File: src/core/host_port_pkg.sv
// constants shared by the parallel host register port
package host_port_pkg;
    localparam logic [1:0] addr_message    = 2'h0;  // message byte register
    localparam logic [1:0] addr_control    = 2'h1;  // control and status
    localparam logic [1:0] addr_pcm        = 2'h2;  // pcm audio input
    localparam logic [1:0] addr_compressed = 2'h3;  // compressed audio input
    localparam int bit_compressed_reset    = 6;     // control write bit
    localparam int bit_pcm_reset           = 5;     // control write bit
    localparam int bit_pcm_almost_full     = 4;     // status read bit
    localparam int bit_cmp_almost_full     = 3;     // status read bit
    localparam int bit_inbound_busy        = 2;     // status read bit
    localparam int bit_outbound_ready      = 1;     // status read bit
    localparam logic [7:0] byte_reset      = 8'h00; // reset value of byte registers
    localparam int fifo_depth_default      = 8;     // audio fifo words
    localparam int fifo_threshold_default  = 6;     // almost-full level
    localparam int sync_stages             = 2;     // pin synchroniser length
endpackage

File: src/core/parallel_host_register_port.sv
// byte-wide parallel host register port with message handshake and audio fifos
`timescale 1ns/1ns
module parallel_host_register_port #(
    parameter int depth     = host_port_pkg::fifo_depth_default,     // audio fifo words
    parameter int threshold = host_port_pkg::fifo_threshold_default  // almost-full level
) (
    input  wire logic       sys_clk,                 // system clock, 100 MHz
    input  wire logic       rst,                     // synchronous reset, active high
    input  wire logic       bus_style,               // 0 separate strobes, 1 data strobe with direction
    input  wire logic       chip_select_n,           // host chip select
    input  wire logic       write_strobe_n,          // separate style write strobe
    input  wire logic       read_strobe_n,           // separate style read strobe
    input  wire logic       data_strobe_n,           // strobe style data strobe
    input  wire logic       read_not_write,          // strobe style direction, high read
    input  wire logic [1:0] reg_addr,                // register address pins
    input  wire logic [7:0] data_in,                 // data pins as seen
    output logic      [7:0] data_out,                // data pins driven on read
    output logic            data_oe,                 // high while driving data pins
    output logic            host_interrupt_request_n,// active-low outgoing message request
    input  wire logic       dsp_inbox_read,          // dsp takes the inbox byte
    output logic      [7:0] dsp_inbox_data,          // inbox byte for the dsp
    input  wire logic       dsp_outbox_write,        // dsp loads the outbox
    input  wire logic [7:0] dsp_outbox_data,         // outbox byte from the dsp
    input  wire logic       dsp_notify_enable,       // firmware enables interrupt
    output logic            inbound_busy,            // inbox unread by dsp
    output logic            outbound_ready,          // outbox unread by host
    output logic      [7:0] pcm_out_data,            // pcm fifo head
    output logic            pcm_out_valid,           // pcm word available
    input  wire logic       pcm_out_ready,           // dsp takes pcm word
    output logic      [7:0] cmp_out_data,            // compressed fifo head
    output logic            cmp_out_valid,           // compressed word available
    input  wire logic       cmp_out_ready,           // dsp takes compressed word
    output logic            pcm_channel_reset,       // pcm channel held in reset
    output logic            compressed_channel_reset // compressed channel held in reset
);
    localparam int lw = $clog2(depth + 1);           // fifo level width

    // synchronised host pins
    logic       cs_n_s;                              // chip select
    logic       wr_n_s;                              // write strobe
    logic       rd_n_s;                              // read strobe
    logic       ds_n_s;                              // data strobe
    logic       rnw_s;                               // direction
    logic       style_s;                             // bus style
    logic [1:0] addr_s;                              // register address
    logic [7:0] din_s;                               // write data

    // strobe decode
    logic       wr_act;                              // write cycle active now
    logic       rd_act;                              // read cycle active now
    logic       wr_act_q;                            // previous write activity
    logic       rd_act_q;                            // previous read activity
    logic [1:0] addr_q;                              // address held during cycle
    logic [7:0] data_q;                              // data held during write
    logic       wr_end;                              // write cycle ended, one pulse
    logic       rd_start;                            // read cycle began, one pulse
    logic       rd_end;                              // read cycle ended, one pulse

    // register state
    logic [7:0] inbox_q;                             // host to dsp byte
    logic [7:0] outbox_q;                            // dsp to host byte
    logic       busy_q;                              // inbound busy flag
    logic       ready_q;                             // outbound ready flag
    logic       pcm_rst_q;                           // pcm channel reset bit
    logic       cmp_rst_q;                           // compressed channel reset bit
    logic       pcm_full_q;                          // pcm almost full, registered
    logic       cmp_full_q;                          // compressed almost full, registered

    // fifo wiring
    logic          pcm_push;                         // pcm write request, dropped when the fifo is full
    logic          cmp_push;                         // compressed write request, dropped when the fifo is full
    logic          pcm_in_ready;                     // pcm fifo room
    logic          cmp_in_ready;                     // compressed fifo room
    logic [lw-1:0] pcm_level;                        // pcm occupancy
    logic [lw-1:0] cmp_level;                        // compressed occupancy

    pin_sync #(.width(4), .reset_val(1'h1)) sync_ctl (
        .sys_clk (sys_clk),
        .rst     (rst),
        .pin_in  ({chip_select_n, write_strobe_n, read_strobe_n, data_strobe_n}),
        .pin_out ({cs_n_s, wr_n_s, rd_n_s, ds_n_s})
    );

    pin_sync #(.width(12), .reset_val(1'h0)) sync_dat (
        .sys_clk (sys_clk),
        .rst     (rst),
        .pin_in  ({read_not_write, bus_style, reg_addr, data_in}),
        .pin_out ({rnw_s, style_s, addr_s, din_s})
    );

    always_comb
    begin
        if (style_s)
        begin
            wr_act = !cs_n_s && !ds_n_s && !rnw_s;
            rd_act = !cs_n_s && !ds_n_s && rnw_s;
        end
        else
        begin
            wr_act = !cs_n_s && !wr_n_s;
            rd_act = !cs_n_s && !rd_n_s;
        end
    end

    // data and address are sampled while the strobe is low, so the
    // rising strobe edge commits the last stable value (setup held by host)
    always_ff @(posedge sys_clk)
    begin
        if (rst)
        begin
            wr_act_q <= 1'b0;
            rd_act_q <= 1'b0;
            addr_q   <= 2'h0;
            data_q   <= host_port_pkg::byte_reset;
        end
        else
        begin
            wr_act_q <= wr_act;
            rd_act_q <= rd_act;
            if (wr_act || rd_act)
                addr_q <= addr_s;
            if (wr_act)
                data_q <= din_s;
        end
    end

    assign wr_end   = wr_act_q && !wr_act;
    assign rd_start = rd_act && !rd_act_q;
    assign rd_end   = rd_act_q && !rd_act;

    always_ff @(posedge sys_clk)
    begin
        if (rst)
            inbox_q <= host_port_pkg::byte_reset;
        else if (wr_end && addr_q == host_port_pkg::addr_message)
            inbox_q <= data_q;
    end

    always_ff @(posedge sys_clk)
    begin
        if (rst)
            outbox_q <= host_port_pkg::byte_reset;
        else if (dsp_outbox_write)
            outbox_q <= dsp_outbox_data;
    end

    always_ff @(posedge sys_clk)
    begin
        if (rst)
            busy_q <= 1'b0;
        else if (wr_end && addr_q == host_port_pkg::addr_message)
            busy_q <= 1'b1;
        else if (dsp_inbox_read)
            busy_q <= 1'b0;
    end

    always_ff @(posedge sys_clk)
    begin
        if (rst)
            ready_q <= 1'b0;
        else if (dsp_outbox_write)
            ready_q <= 1'b1;
        else if (rd_end && addr_q == host_port_pkg::addr_message)
            ready_q <= 1'b0;
    end

    // control bits; reserved bits 7 and 0 are ignored on write
    // pcm and compressed reset bits
    always_ff @(posedge sys_clk)
    begin
        if (rst)
        begin
            pcm_rst_q <= 1'b0;
            cmp_rst_q <= 1'b0;
        end
        else if (wr_end && addr_q == host_port_pkg::addr_control)
        begin
            cmp_rst_q <= data_q[host_port_pkg::bit_compressed_reset];
            pcm_rst_q <= data_q[host_port_pkg::bit_pcm_reset];
        end
    end

    // audio writes push fifos
    // a write while the fifo is full is dropped; the host must watch the flags
    assign pcm_push = wr_end && addr_q == host_port_pkg::addr_pcm;
    assign cmp_push = wr_end && addr_q == host_port_pkg::addr_compressed;

    byte_fifo #(.width(8), .depth(depth)) pcm_fifo (
        .sys_clk   (sys_clk),
        .rst       (rst || pcm_rst_q),
        .in_data   (data_q),
        .in_valid  (pcm_push),
        .in_ready  (pcm_in_ready),
        .out_data  (pcm_out_data),
        .out_valid (pcm_out_valid),
        .out_ready (pcm_out_ready),
        .level     (pcm_level)
    );

    byte_fifo #(.width(8), .depth(depth)) cmp_fifo (
        .sys_clk   (sys_clk),
        .rst       (rst || cmp_rst_q),
        .in_data   (data_q),
        .in_valid  (cmp_push),
        .in_ready  (cmp_in_ready),
        .out_data  (cmp_out_data),
        .out_valid (cmp_out_valid),
        .out_ready (cmp_out_ready),
        .level     (cmp_level)
    );

    // flags stall host audio
    // full fifo also raises the flag, so the host sees back-pressure
    always_ff @(posedge sys_clk)
    begin
        if (rst)
        begin
            pcm_full_q <= 1'b0;
            cmp_full_q <= 1'b0;
        end
        else
        begin
            pcm_full_q <= (pcm_level >= lw'(threshold)) || !pcm_in_ready;
            cmp_full_q <= (cmp_level >= lw'(threshold)) || !cmp_in_ready;
        end
    end

    // read data captured at the start of a read cycle and held until it ends
    // only two readable
    always_ff @(posedge sys_clk)
    begin
        if (rst)
            data_out <= host_port_pkg::byte_reset;
        else if (rd_start)
        begin
            case (addr_s)
                host_port_pkg::addr_message:
                    data_out <= outbox_q;
                host_port_pkg::addr_control:
                    data_out <= {3'h0, pcm_full_q, cmp_full_q, busy_q, ready_q, 1'b0};
                default:
                    data_out <= host_port_pkg::byte_reset;
            endcase
        end
    end

    always_ff @(posedge sys_clk)
    begin
        if (rst)
            data_oe <= 1'b0;
        else
            data_oe <= rd_act && (addr_s == host_port_pkg::addr_message ||
                                  addr_s == host_port_pkg::addr_control);
    end

    always_ff @(posedge sys_clk)
    begin
        if (rst)
            host_interrupt_request_n <= 1'b1;
        else
            host_interrupt_request_n <= !(dsp_notify_enable && ready_q);
    end

    // registered copies for the dsp side
    always_ff @(posedge sys_clk)
    begin
        if (rst)
        begin
            dsp_inbox_data           <= host_port_pkg::byte_reset;
            inbound_busy             <= 1'b0;
            outbound_ready           <= 1'b0;
            pcm_channel_reset        <= 1'b0;
            compressed_channel_reset <= 1'b0;
        end
        else
        begin
            dsp_inbox_data           <= inbox_q;
            inbound_busy             <= busy_q;
            outbound_ready           <= ready_q;
            pcm_channel_reset        <= pcm_rst_q;
            compressed_channel_reset <= cmp_rst_q;
        end
    end
endmodule

File: src/core/pin_sync.sv
// two flip-flop synchroniser for a bundle of host pins
`timescale 1ns/1ns
module pin_sync #(
    parameter int         width     = 1,     // bits synchronised
    parameter logic [0:0] reset_val = 1'h0   // idle level of every bit
) (
    input  wire logic             sys_clk,   // system clock
    input  wire logic             rst,       // synchronous reset
    input  wire logic [width-1:0] pin_in,    // asynchronous pins
    output logic      [width-1:0] pin_out    // synchronised copy
);
    logic [width-1:0] meta_q;                // first stage, read only by second

    // first stage catches the pin, second stage settles it
    always_ff @(posedge sys_clk)
    begin
        if (rst)
        begin
            meta_q  <= {width{reset_val}};
            pin_out <= {width{reset_val}};
        end
        else
        begin
            meta_q  <= pin_in;
            pin_out <= meta_q;
        end
    end
endmodule

File: src/core/byte_fifo.sv
// small synchronous fifo with valid/ready on both sides and a level output
`timescale 1ns/1ns
module byte_fifo #(
    parameter int width = 8,                      // word width
    parameter int depth = 8                       // words held
) (
    input  wire logic                   sys_clk,  // system clock
    input  wire logic                   rst,      // synchronous reset, empties fifo
    input  wire logic [width-1:0]       in_data,  // word to store
    input  wire logic                   in_valid, // store request
    output logic                        in_ready, // room available
    output logic [width-1:0]            out_data, // oldest word
    output logic                        out_valid,// word available
    input  wire logic                   out_ready,// consumer takes word
    output logic [$clog2(depth+1)-1:0]  level     // words held
);
    localparam int aw = $clog2(depth);            // pointer width
    logic [width-1:0] mem [depth];                // storage array
    logic [aw-1:0]    wr_q;                       // write pointer
    logic [aw-1:0]    rd_q;                       // read pointer
    logic [aw:0]      count_q;                    // occupancy
    logic             push;                       // accepted write
    logic             pop;                        // accepted read

    // advance a pointer with wrap at depth
    function automatic logic [aw-1:0] bump(input logic [aw-1:0] p);
        bump = (p == aw'(depth - 1)) ? '0 : p + 1'b1;
    endfunction

    assign in_ready  = (count_q != (aw+1)'(depth));
    assign out_valid = (count_q != '0);
    assign push      = in_valid && in_ready;
    assign pop       = out_valid && out_ready;
    assign out_data  = mem[rd_q];
    assign level     = count_q;

    // storage write, no reset needed for data
    always_ff @(posedge sys_clk)
    begin
        if (push)
            mem[wr_q] <= in_data;
    end

    // pointers and occupancy
    always_ff @(posedge sys_clk)
    begin
        if (rst)
        begin
            wr_q    <= '0;
            rd_q    <= '0;
            count_q <= '0;
        end
        else
        begin
            if (push)
                wr_q <= bump(wr_q);
            if (pop)
                rd_q <= bump(rd_q);
            if (push && !pop)
                count_q <= count_q + 1'b1;
            else if (pop && !push)
                count_q <= count_q - 1'b1;
        end
    end
endmodule

File: config.mk
export PLATFORM = sky130hd
export DESIGN_NAME = parallel_host_register_port
export DESIGN_NICKNAME = d
export VERILOG_FILES = /design/src/core/host_port_pkg.sv /design/src/core/parallel_host_register_port.sv /design/src/core/pin_sync.sv /design/src/core/byte_fifo.sv
export SDC_FILE = /design/constraint.sdc
export NUM_CORES = 1
export LEC_CHECK = 0
export BUFFER_PORTS_ARGS = -buffer_cell sky130_fd_sc_hd__buf_2
export CAP_MARGIN = 10
export CORE_MARGIN = 1
export CORE_UTILIZATION = 54
export DETAILED_ROUTE_END_ITERATION = 7
export PLACE_DENSITY = 0.87
export SLEW_MARGIN = 20
export SYNTH_ARGS = -nofsm -noshare
export SYNTH_HDL_FRONTEND = slang
export SYNTH_HIERARCHICAL = 1
export SYNTH_SLANG_ARGS = --single-unit
File: constraint.sdc
create_clock -name sys_clk -period 2.7 [get_ports sys_clk]
set_input_delay 0.54 -clock sys_clk [delete_from_list [all_inputs] [get_ports sys_clk]]
set_output_delay 0.54 -clock sys_clk [all_outputs]
set_load 0.02 [all_outputs]
==> out/qor.csv, run 1 <==
stage;metric;value;unit
pwr;Pleak;4.10;nW
pwr;internal power;6.56;mW
critical_path;worst-path fanout max;5;
global_routing;vias in the first global route;5649;
synth;Post-synth ARST share;0;
floorplanning;Initial Util;0.558;
pwr;switching share of total power;0.245;
layout;Nets;768;
synth;area leader, netlist;edfxtp_1;
global_routing;gr ovfl total;0;
pwr;Clk pwr share;0.371;
sta;final setup vio count;1;
critical_path;Worst path slowest cell;or4b_4;
synth;post-synthesis instance total;619;
cts;clock sink count;242;
layout;Final Util;0.652;
layout;design area;10900;um^2
worst_hold_path;Hold WC Path Type;in2reg;
sta;Final Hold Vio Count;0;
sta;final worst path period need;2.71;ns
floorplanning;Std-Cell Rows;47;
synth;top post-synthesis cells by area;edfxtp_1, dfxtp_1, mux4_1, mux2_2, mux2i_1;
detailed_routing;Vias/cell;5.68;
synth;post-synth top area share;0.411;
cts;TritonCTS clock tree;built;
pwr;PwrDens;796;nW/um^2
sta;setup TNS;-0.00631;ns
cts;Clock transition at path regs;0.06;ns
placement;Placed Area;10000;um^2
synth;synthesized flop and latch total;242;
critical_path;CP cell instances;or4b_4 -> nand2_2 -> inv_1 -> ha_1 -> inv_2 -> ha_1 -> nand3_1 -> a211oi_1 -> a31oi_1 -> mux2_2;
detailed_routing;drt total wl;18500;um
synth;Post-Synthesis Net Count;666;
cts;Post-CTS Hold Buffers;0;
sta;Rel. slew slack;0.495;
pwr;Peak VDD IR;561;uV
detailed_routing;Starting DRT DRC Count;399;
layout;number of fillers in the final layout;1115;
global_routing;initial antenna violation count;0;
placement;IO Port Bufs;70;
global_routing;Total GRT Usage;0.206;
run_status;failing checks;setup timing;
critical_path;Worst setup SP type;register;
layout;Area Overhead vs Synth;16.9;%
global_routing;largest net degree at the start of global routing;28;
critical_path;Crit path largest cell delay;0.57;ns
critical_path;Crit. End Element;register;
synth;Syn. warnings;6;
pwr;Flop pwr share;0.472;
layout;Non-Filler Instances;959;
sta;Max Clk Rate;0.370;GHz
synth;Synth cell types;46;
floorplanning;Core Region;16800;um^2
sta;Worst Skew;0.0196;ns
run_status;status;finished, violations left;
critical_path;Worst Path Required;3.10;ns
critical_path;Top cell by count, worst path;ha_1;
placement;placed wire-length estimate;11800;um
critical_path;WP buf/inv;2;
synth;EDFF count, synth;128;
cts;clk buf depth;3;
sta;Slew Viols, Final;0;
placement;Final Wtd Congestion;0.808;
detailed_routing;DR WL/cell;19.3;um
cts;CTS Buf Count;24;
detailed_routing;vias;5443;
synth;syn_area_per_cell;15.1;um^2
layout;share of layout cells above drive strength 1;0.286;
floorplanning;die height;134;um
cts;CTS Root Cell;clkbuf_16;
sta;Final WS setup;-0.00631;ns
critical_path;Top Family by Delay on Critical Path;simple AND/OR/NAND/NOR gates;
sta;Final Cycle Share;1.00;
floorplanning;Die W;134;um
layout;Inserted Diodes;0;
detailed_routing;DRT Pass-1 Iters;5;
run;maxcap violations;0;
placement;DP Cell Count;913;
floorplanning;I/O pins;71;
synth;register area share after synthesis;0.656;
pwr;Comb power frac;0.157;
pwr;switching power total;2.13;mW
sta;Worst-Margin Slew;0.756;ns
synth;top_reg_cell synth;edfxtp_1;
cts;H-tree levels;1;
critical_path;WS Path Type;reg2reg;
detailed_routing;Residual DRC;0;
critical_path;Critical Path AT;3.10;ns
synth;Syn Std Cell Area;9350;um^2
global_routing;first-pass GRT wire length;28700;um
detailed_routing;Final ANT Viol Nets;0;
floorplanning;Die ar.;17800;um^2
cts;Clk Latency, worst-skew pair;0.51;ns
## worst reg2reg max path: cells and delay by family (launching register included)
kind                     cells  cell delay, ns
multiplexers                 1            0.37
adder cells (fa/ha/maj)      2            0.49
flip-flops                   1            0.39
AND/OR/NAND/NOR              3            0.82
AO/OA/AOI/OAI                2            0.32
buffers and inverters        2            0.19
## layer usage
metal  GRT usage  wire length [um]  vias up
li1            -                 -     2507
met3      0.0289              1040       54
met2       0.374              9370      220
met4      0.0657               529        0
met5           0                 0        -
met1       0.253              7540     2662
## kinds of logic (layout without fill, tap and decap cells)
| kind of cell | after synthesis | in the layout | synth area share |
|---|---|---|---|
| xor gates and xnor gates | 4 | 4 | 0.00375 |
| DFF | 242 | 242 | 0.656 |
| muxes | 82 | 82 | 0.149 |
| and+or+nand+nor | 186 | 186 | 0.115 |
| adders and majority gates | 16 | 16 | 0.0230 |
| buffers and inverters | 40 | 160 | 0.0248 |
| AOI/OAI and AO/OA | 49 | 49 | 0.0293 |
## area by class of cell
cell class / instances / area [um^2] / area share
Sequential cell: 242 / 6130 / 0.561
Tap cell: 220 / 275 / 0.0252
Inverter: 10 / 37.5 / 0.00343
Timing Repair Buffer: 106 / 641 / 0.0586
Multi-Input combinational cell: 337 / 3060 / 0.280
Clock inverter: 7 / 75.1 / 0.00687
Clock buffer: 37 / 711 / 0.0650
## layout by cell type, fill, tap and decap left out, types with 10 or more instances in the layout
| cell type | netlist | final |
|---|---|---|
| nand3_1 | 16 | 16 |
| a21oi_1 | 28 | 26 |
| nand2_1 | 29 | 27 |
| nor2b_1 | 24 | 24 |
| nand2b_1 | 18 | 18 |
| dfxtp_1 | 114 | 112 |
| o21ai_0 | 10 | 10 |
| buf_2 | 3 | 70 |
| nor2b_2 | 14 | 14 |
| clkbuf_16 | 0 | 24 |
| ha_1 | 14 | 12 |
| edfxtp_1 | 128 | 128 |
| mux2i_1 | 22 | 22 |
| nor3_1 | 12 | 12 |
| buf_4 | 0 | 34 |
| mux2_2 | 22 | 22 |
| nor2_1 | 32 | 32 |
| mux4_1 | 30 | 30 |
## sequential cells by signal (all words and copies together) (netlist names), 2 cells and up, named ones only
signal,cells
addr_q,2
cmp_fifo/level,4
cmp_fifo/mem,64
cmp_fifo/rd_q,3
cmp_fifo/wr_q,3
data_out,8
data_q,8
dsp_inbox_data,8
inbox_q,8
outbox_q,8
pcm_fifo/level,4
pcm_fifo/mem,64
pcm_fifo/rd_q,3
pcm_fifo/wr_q,3
sync_ctl/meta_q,4
sync_ctl/pin_out,4
sync_dat/meta_q,12
sync_dat/pin_out,12
## power by group through the flow
stage | sequential, mW | combinational [mW] | clock (mW)
floorplan | 4.12 | 1.03 | 0
global route | 4.12 | 1.44 | 3.45
detailed placement | 4.16 | 1.26 | 0
CTS | 4.09 | 1.30 | 3.28
global placement | 4.15 | 1.18 | 0
finish | 4.10 | 1.37 | 3.23
## metrics by stage
stage | setup slack (ns) | total power [mW] | hold WS (ns)
final | -0.00631 | 8.70 | 0.189
after global routing | -0.0612 | 9.01 | 0.179
after CTS | -0.0105 | 8.67 | 0.177
after detailed placement | -0.110 | 5.43 | 0.388
after floorplan | 0.00234 | 5.15 | 0.383
after global placement | 0.0941 | 5.33 | 0.393
## synth_stat cells (3+ instances only)
master and number:
mux2_4 6, edfxtp_1 128, mux2_2 22, buf_6 6, nor4_1 3, ha_1 14, nor2b_2 14, nor2b_1 24
nand2b_1 18, a21oi_1 28, nor3_1 12, inv_1 10, nor2_1 32, o21ai_0 10, mux4_1 30, dfxtp_1 114
and2b_1 4, nand2_1 29, clkbuf_1 17, or3_1 5, a31oi_1 4, buf_2 3, nand3_1 16, or2_1 8
nand3b_1 7, mux2i_1 22
## final timing paths
check	start	to	slack (ns)	cells past startpoint
hold / removal	dsp_notify_enable	host_interrupt_request_n$_SDFF_PP1_	0.19	2
setup / recovery	pcm_fifo/level[2]$_SDFFE_PP0P_	pcm_fifo/level[3]$_SDFFE_PP0P_	-0.006	10
hold reg to reg	sync_ctl/meta_q[0]$_SDFF_PP1_	sync_ctl/pin_out[0]$_SDFF_PP1_	0.40	1
setup reg to reg	pcm_fifo/level[2]$_SDFFE_PP0P_	pcm_fifo/level[3]$_SDFFE_PP0P_	-0.006	10
## timing repair
item / CTS / global route
cloned: 0 / 0
buffers inserted: 0 / 2
endpoints found under the setup margin: 11 / 6
pin swaps: 1 / 1
gates resized for setup: 9 / 10
No activity file was read; power rests on OpenSTA's default activity.
==> inputs of run 2 (changes only) <==
CTS_BUF_LIST = sky130_fd_sc_hd__clkbuf_8 sky130_fd_sc_hd__clkbuf_16   (was default)
==> out/qor.csv, run 2 (same netlist as run 1, synthesis figures left out) <==
stage;metric;value;unit;change
worst_hold_path;Hold WC Path Type;in2reg;;
floorplanning;die height;134;um;unchanged
layout;Nets;768;;unchanged
global_routing;initial antenna violation count;0;;unchanged
floorplanning;Die ar.;17800;um^2;unchanged
placement;IO Port Bufs;70;;unchanged
detailed_routing;DR WL/cell;19.2;um;-0.44%
layout;multi-input logic area;3060;um^2;unchanged
detailed_routing;Final ANT Viol Nets;0;;unchanged
detailed_routing;Vias/cell;5.62;;-0.92%
layout;Regs by FF count;cmp_fifo/mem x64, pcm_fifo/mem x64;;
run;maxcap violations;0;;unchanged
critical_path;worst-path fanout max;6;;+1
placement;DP Cell Count;913;;unchanged
layout;register area;6130;um^2;unchanged
sta;Max Clk Rate;0.371;GHz;+0.54%
detailed_routing;vias;5393;;-0.92%
critical_path;R2R cell count;10;;unchanged
floorplanning;Core Region;16800;um^2;unchanged
global_routing;gr ovfl total;0;;unchanged
critical_path;flop2flop setup slack;0.008;ns;about the same
sta;Final Cycle Share;0.997;;-0.00535
cts;Clock transition at path regs;0.06;ns;about the same
pwr;Tot Pwr;8.67;mW;-0.37%
worst_hold_path;cell depth of the worst hold path;2;;unchanged
cts;TritonCTS clock tree;built;;
run_status;status;finished, final reports clean;;
cts;CTS Buf Count;24;;unchanged
layout;Area Overhead vs Synth;16.9;%;about the same
detailed_routing;drt total wl;18400;um;-0.44%
sta;Worst-Margin Slew;0.769;ns;+0.0125 ns
layout;design area;10900;um^2;about the same
detailed_routing;DRT Pass-1 Iters;4;;-1
layout;Inserted Diodes;0;;unchanged
pwr;PwrDens;793;nW/um^2;-0.35%
sta;WHS;0.191;ns;+0.00165 ns
sta;Rel. slew slack;0.487;;-0.00838
critical_path;Reg-to-Reg Start;pcm_fifo/level[1]$_SDFFE_PP0P_;;
layout;Non-Filler Instances;959;;unchanged
critical_path;Worst Path Required;3.09;ns;about the same
global_routing;largest net degree at the start of global routing;28;;unchanged
critical_path;Worst setup SP type;register;;
critical_path;Critical Path AT;3.09;ns;about the same
floorplanning;Initial Util;0.558;;unchanged
worst_hold_path;Hold Crit Endpoint;host_interrupt_request_n$_SDFF_PP1_;;
cts;clk buf depth;3;;unchanged
layout;commonest non-fill, non-tap cell in the layout;edfxtp_1;;
critical_path;WS Path Type;reg2reg;;
cts;clock sink count;242;;unchanged
global_routing;vias in the first global route;5657;;+0.14%
global_routing;first-pass GRT wire length;28600;um;about the same
cts;Clk Latency, worst-skew pair;0.51;ns;about the same
sta;Slew Viols, Final;0;;unchanged
worst_hold_path;worst hold start;dsp_notify_enable;;
sta;Final Hold Vio Count;0;;unchanged
sta;setup TNS;0;ns;+0.00631 ns
layout;commonest cells after routing, fill and taps aside;edfxtp_1, dfxtp_1, buf_2, buf_4, nor2_1;;
sta;Worst Skew;0.0189;ns;-0.000702 ns
sta;final setup vio count;0;;-1
global_routing;Total GRT Usage;0.206;;-0.000270
floorplanning;I/O pins;71;;unchanged
detailed_routing;Residual DRC;0;;unchanged
sta;final worst path period need;2.69;ns;-0.0145 ns
placement;Placed Area;10000;um^2;unchanged
cts;CTS Root Cell;clkbuf_16;;
detailed_routing;Starting DRT DRC Count;355;;-11%
placement;Final Wtd Congestion;0.808;;unchanged
pwr;Peak VDD IR;561;uV;+0.12%
critical_path;r2r endpoint;pcm_fifo/level[3]$_SDFFE_PP0P_;;
critical_path;Crit. End Element;register;;
pwr;Pleak;4.13;nW;+0.64%
floorplanning;Die W;134;um;unchanged
cts;H-tree levels;1;;unchanged
layout;share of layout cells above drive strength 1;0.284;;-0.00135
placement;placed wire-length estimate;11800;um;unchanged
layout;number of fillers in the final layout;1116;;+0.090%
floorplanning;Std-Cell Rows;47;;unchanged
run 2: cell types whose count changed in the layout (fill, tap and decap cells not counted), sizes merged:
cell | before | now
clkbuf | 37 | 30
inv | 11 | 18
run 2: worst max path at each step:
stage          cells after the start                              to                            start
2_1_floorplan                     13  pcm_fifo/level[3]$_SDFFE_PP0P_  sync_dat/pin_out[10]$_SDFF_PP0_
3_3_place_gp                      12  pcm_fifo/level[3]$_SDFFE_PP0P_  sync_dat/pin_out[10]$_SDFF_PP0_
3_5_place_dp                      12  cmp_fifo/level[3]$_SDFFE_PP0P_  sync_dat/pin_out[10]$_SDFF_PP0_
4_1_cts                           12  cmp_fifo/level[3]$_SDFFE_PP0P_  sync_dat/pin_out[10]$_SDFF_PP0_
5_1_grt                           12  pcm_fifo/level[3]$_SDFFE_PP0P_  sync_dat/pin_out[10]$_SDFF_PP0_
6_report                          10  pcm_fifo/level[3]$_SDFFE_PP0P_   pcm_fifo/level[1]$_SDFFE_PP0P_
run 2: layout make-up:
type	instances	area share
clock buffer	30	0.0625
clock inverter	14	0.00928
inverter	10	0.00344
multi-input combinational	337	0.280
sequential	242	0.561
tap	220	0.0252
timing repair buffer	106	0.0586
run 2: layer usage:
layer  GRT usage  routed length (um)
met2       0.374                9500
met3      0.0285                 822
met5           0                   0
met4      0.0657                 494
met1       0.253                7580
run 2: timing repair:
item / in CTS / in global routing
setup endpoints to repair: 11 / 6
endpoints found under the hold margin: 0 / 0
setup buffers: 0 / 2
hold buffers: 0 / 0
pin swaps: 1 / 1
resized for setup: 9 / 10
run 2: through the flow:
step	util	worst slack, ns
floorplan	-	0.00234
global placement	0.599	0.0941
detailed placement	0.599	-0.110
CTS	0.648	-0.0102
global route	0.652	-0.0378
finish	0.652	0.00814
run 2: power by group:
group          switching, mW  leakage (nW)  internal (mW)
registers              0.140          2.12           3.96
clock network           1.31         0.414           1.89
logic                  0.680          1.60          0.686
run 2: worst max-delay path, cell delays in order (launching register included):
cell and delay (ns):
dfxtp_1 0.37, or4b_4 0.58, nand2_2 0.11, inv_1 0.07
ha_1 0.23, inv_2 0.12, ha_1 0.26, nand3_1 0.14
a211oi_1 0.09, a31oi_1 0.23, mux2_2 0.37
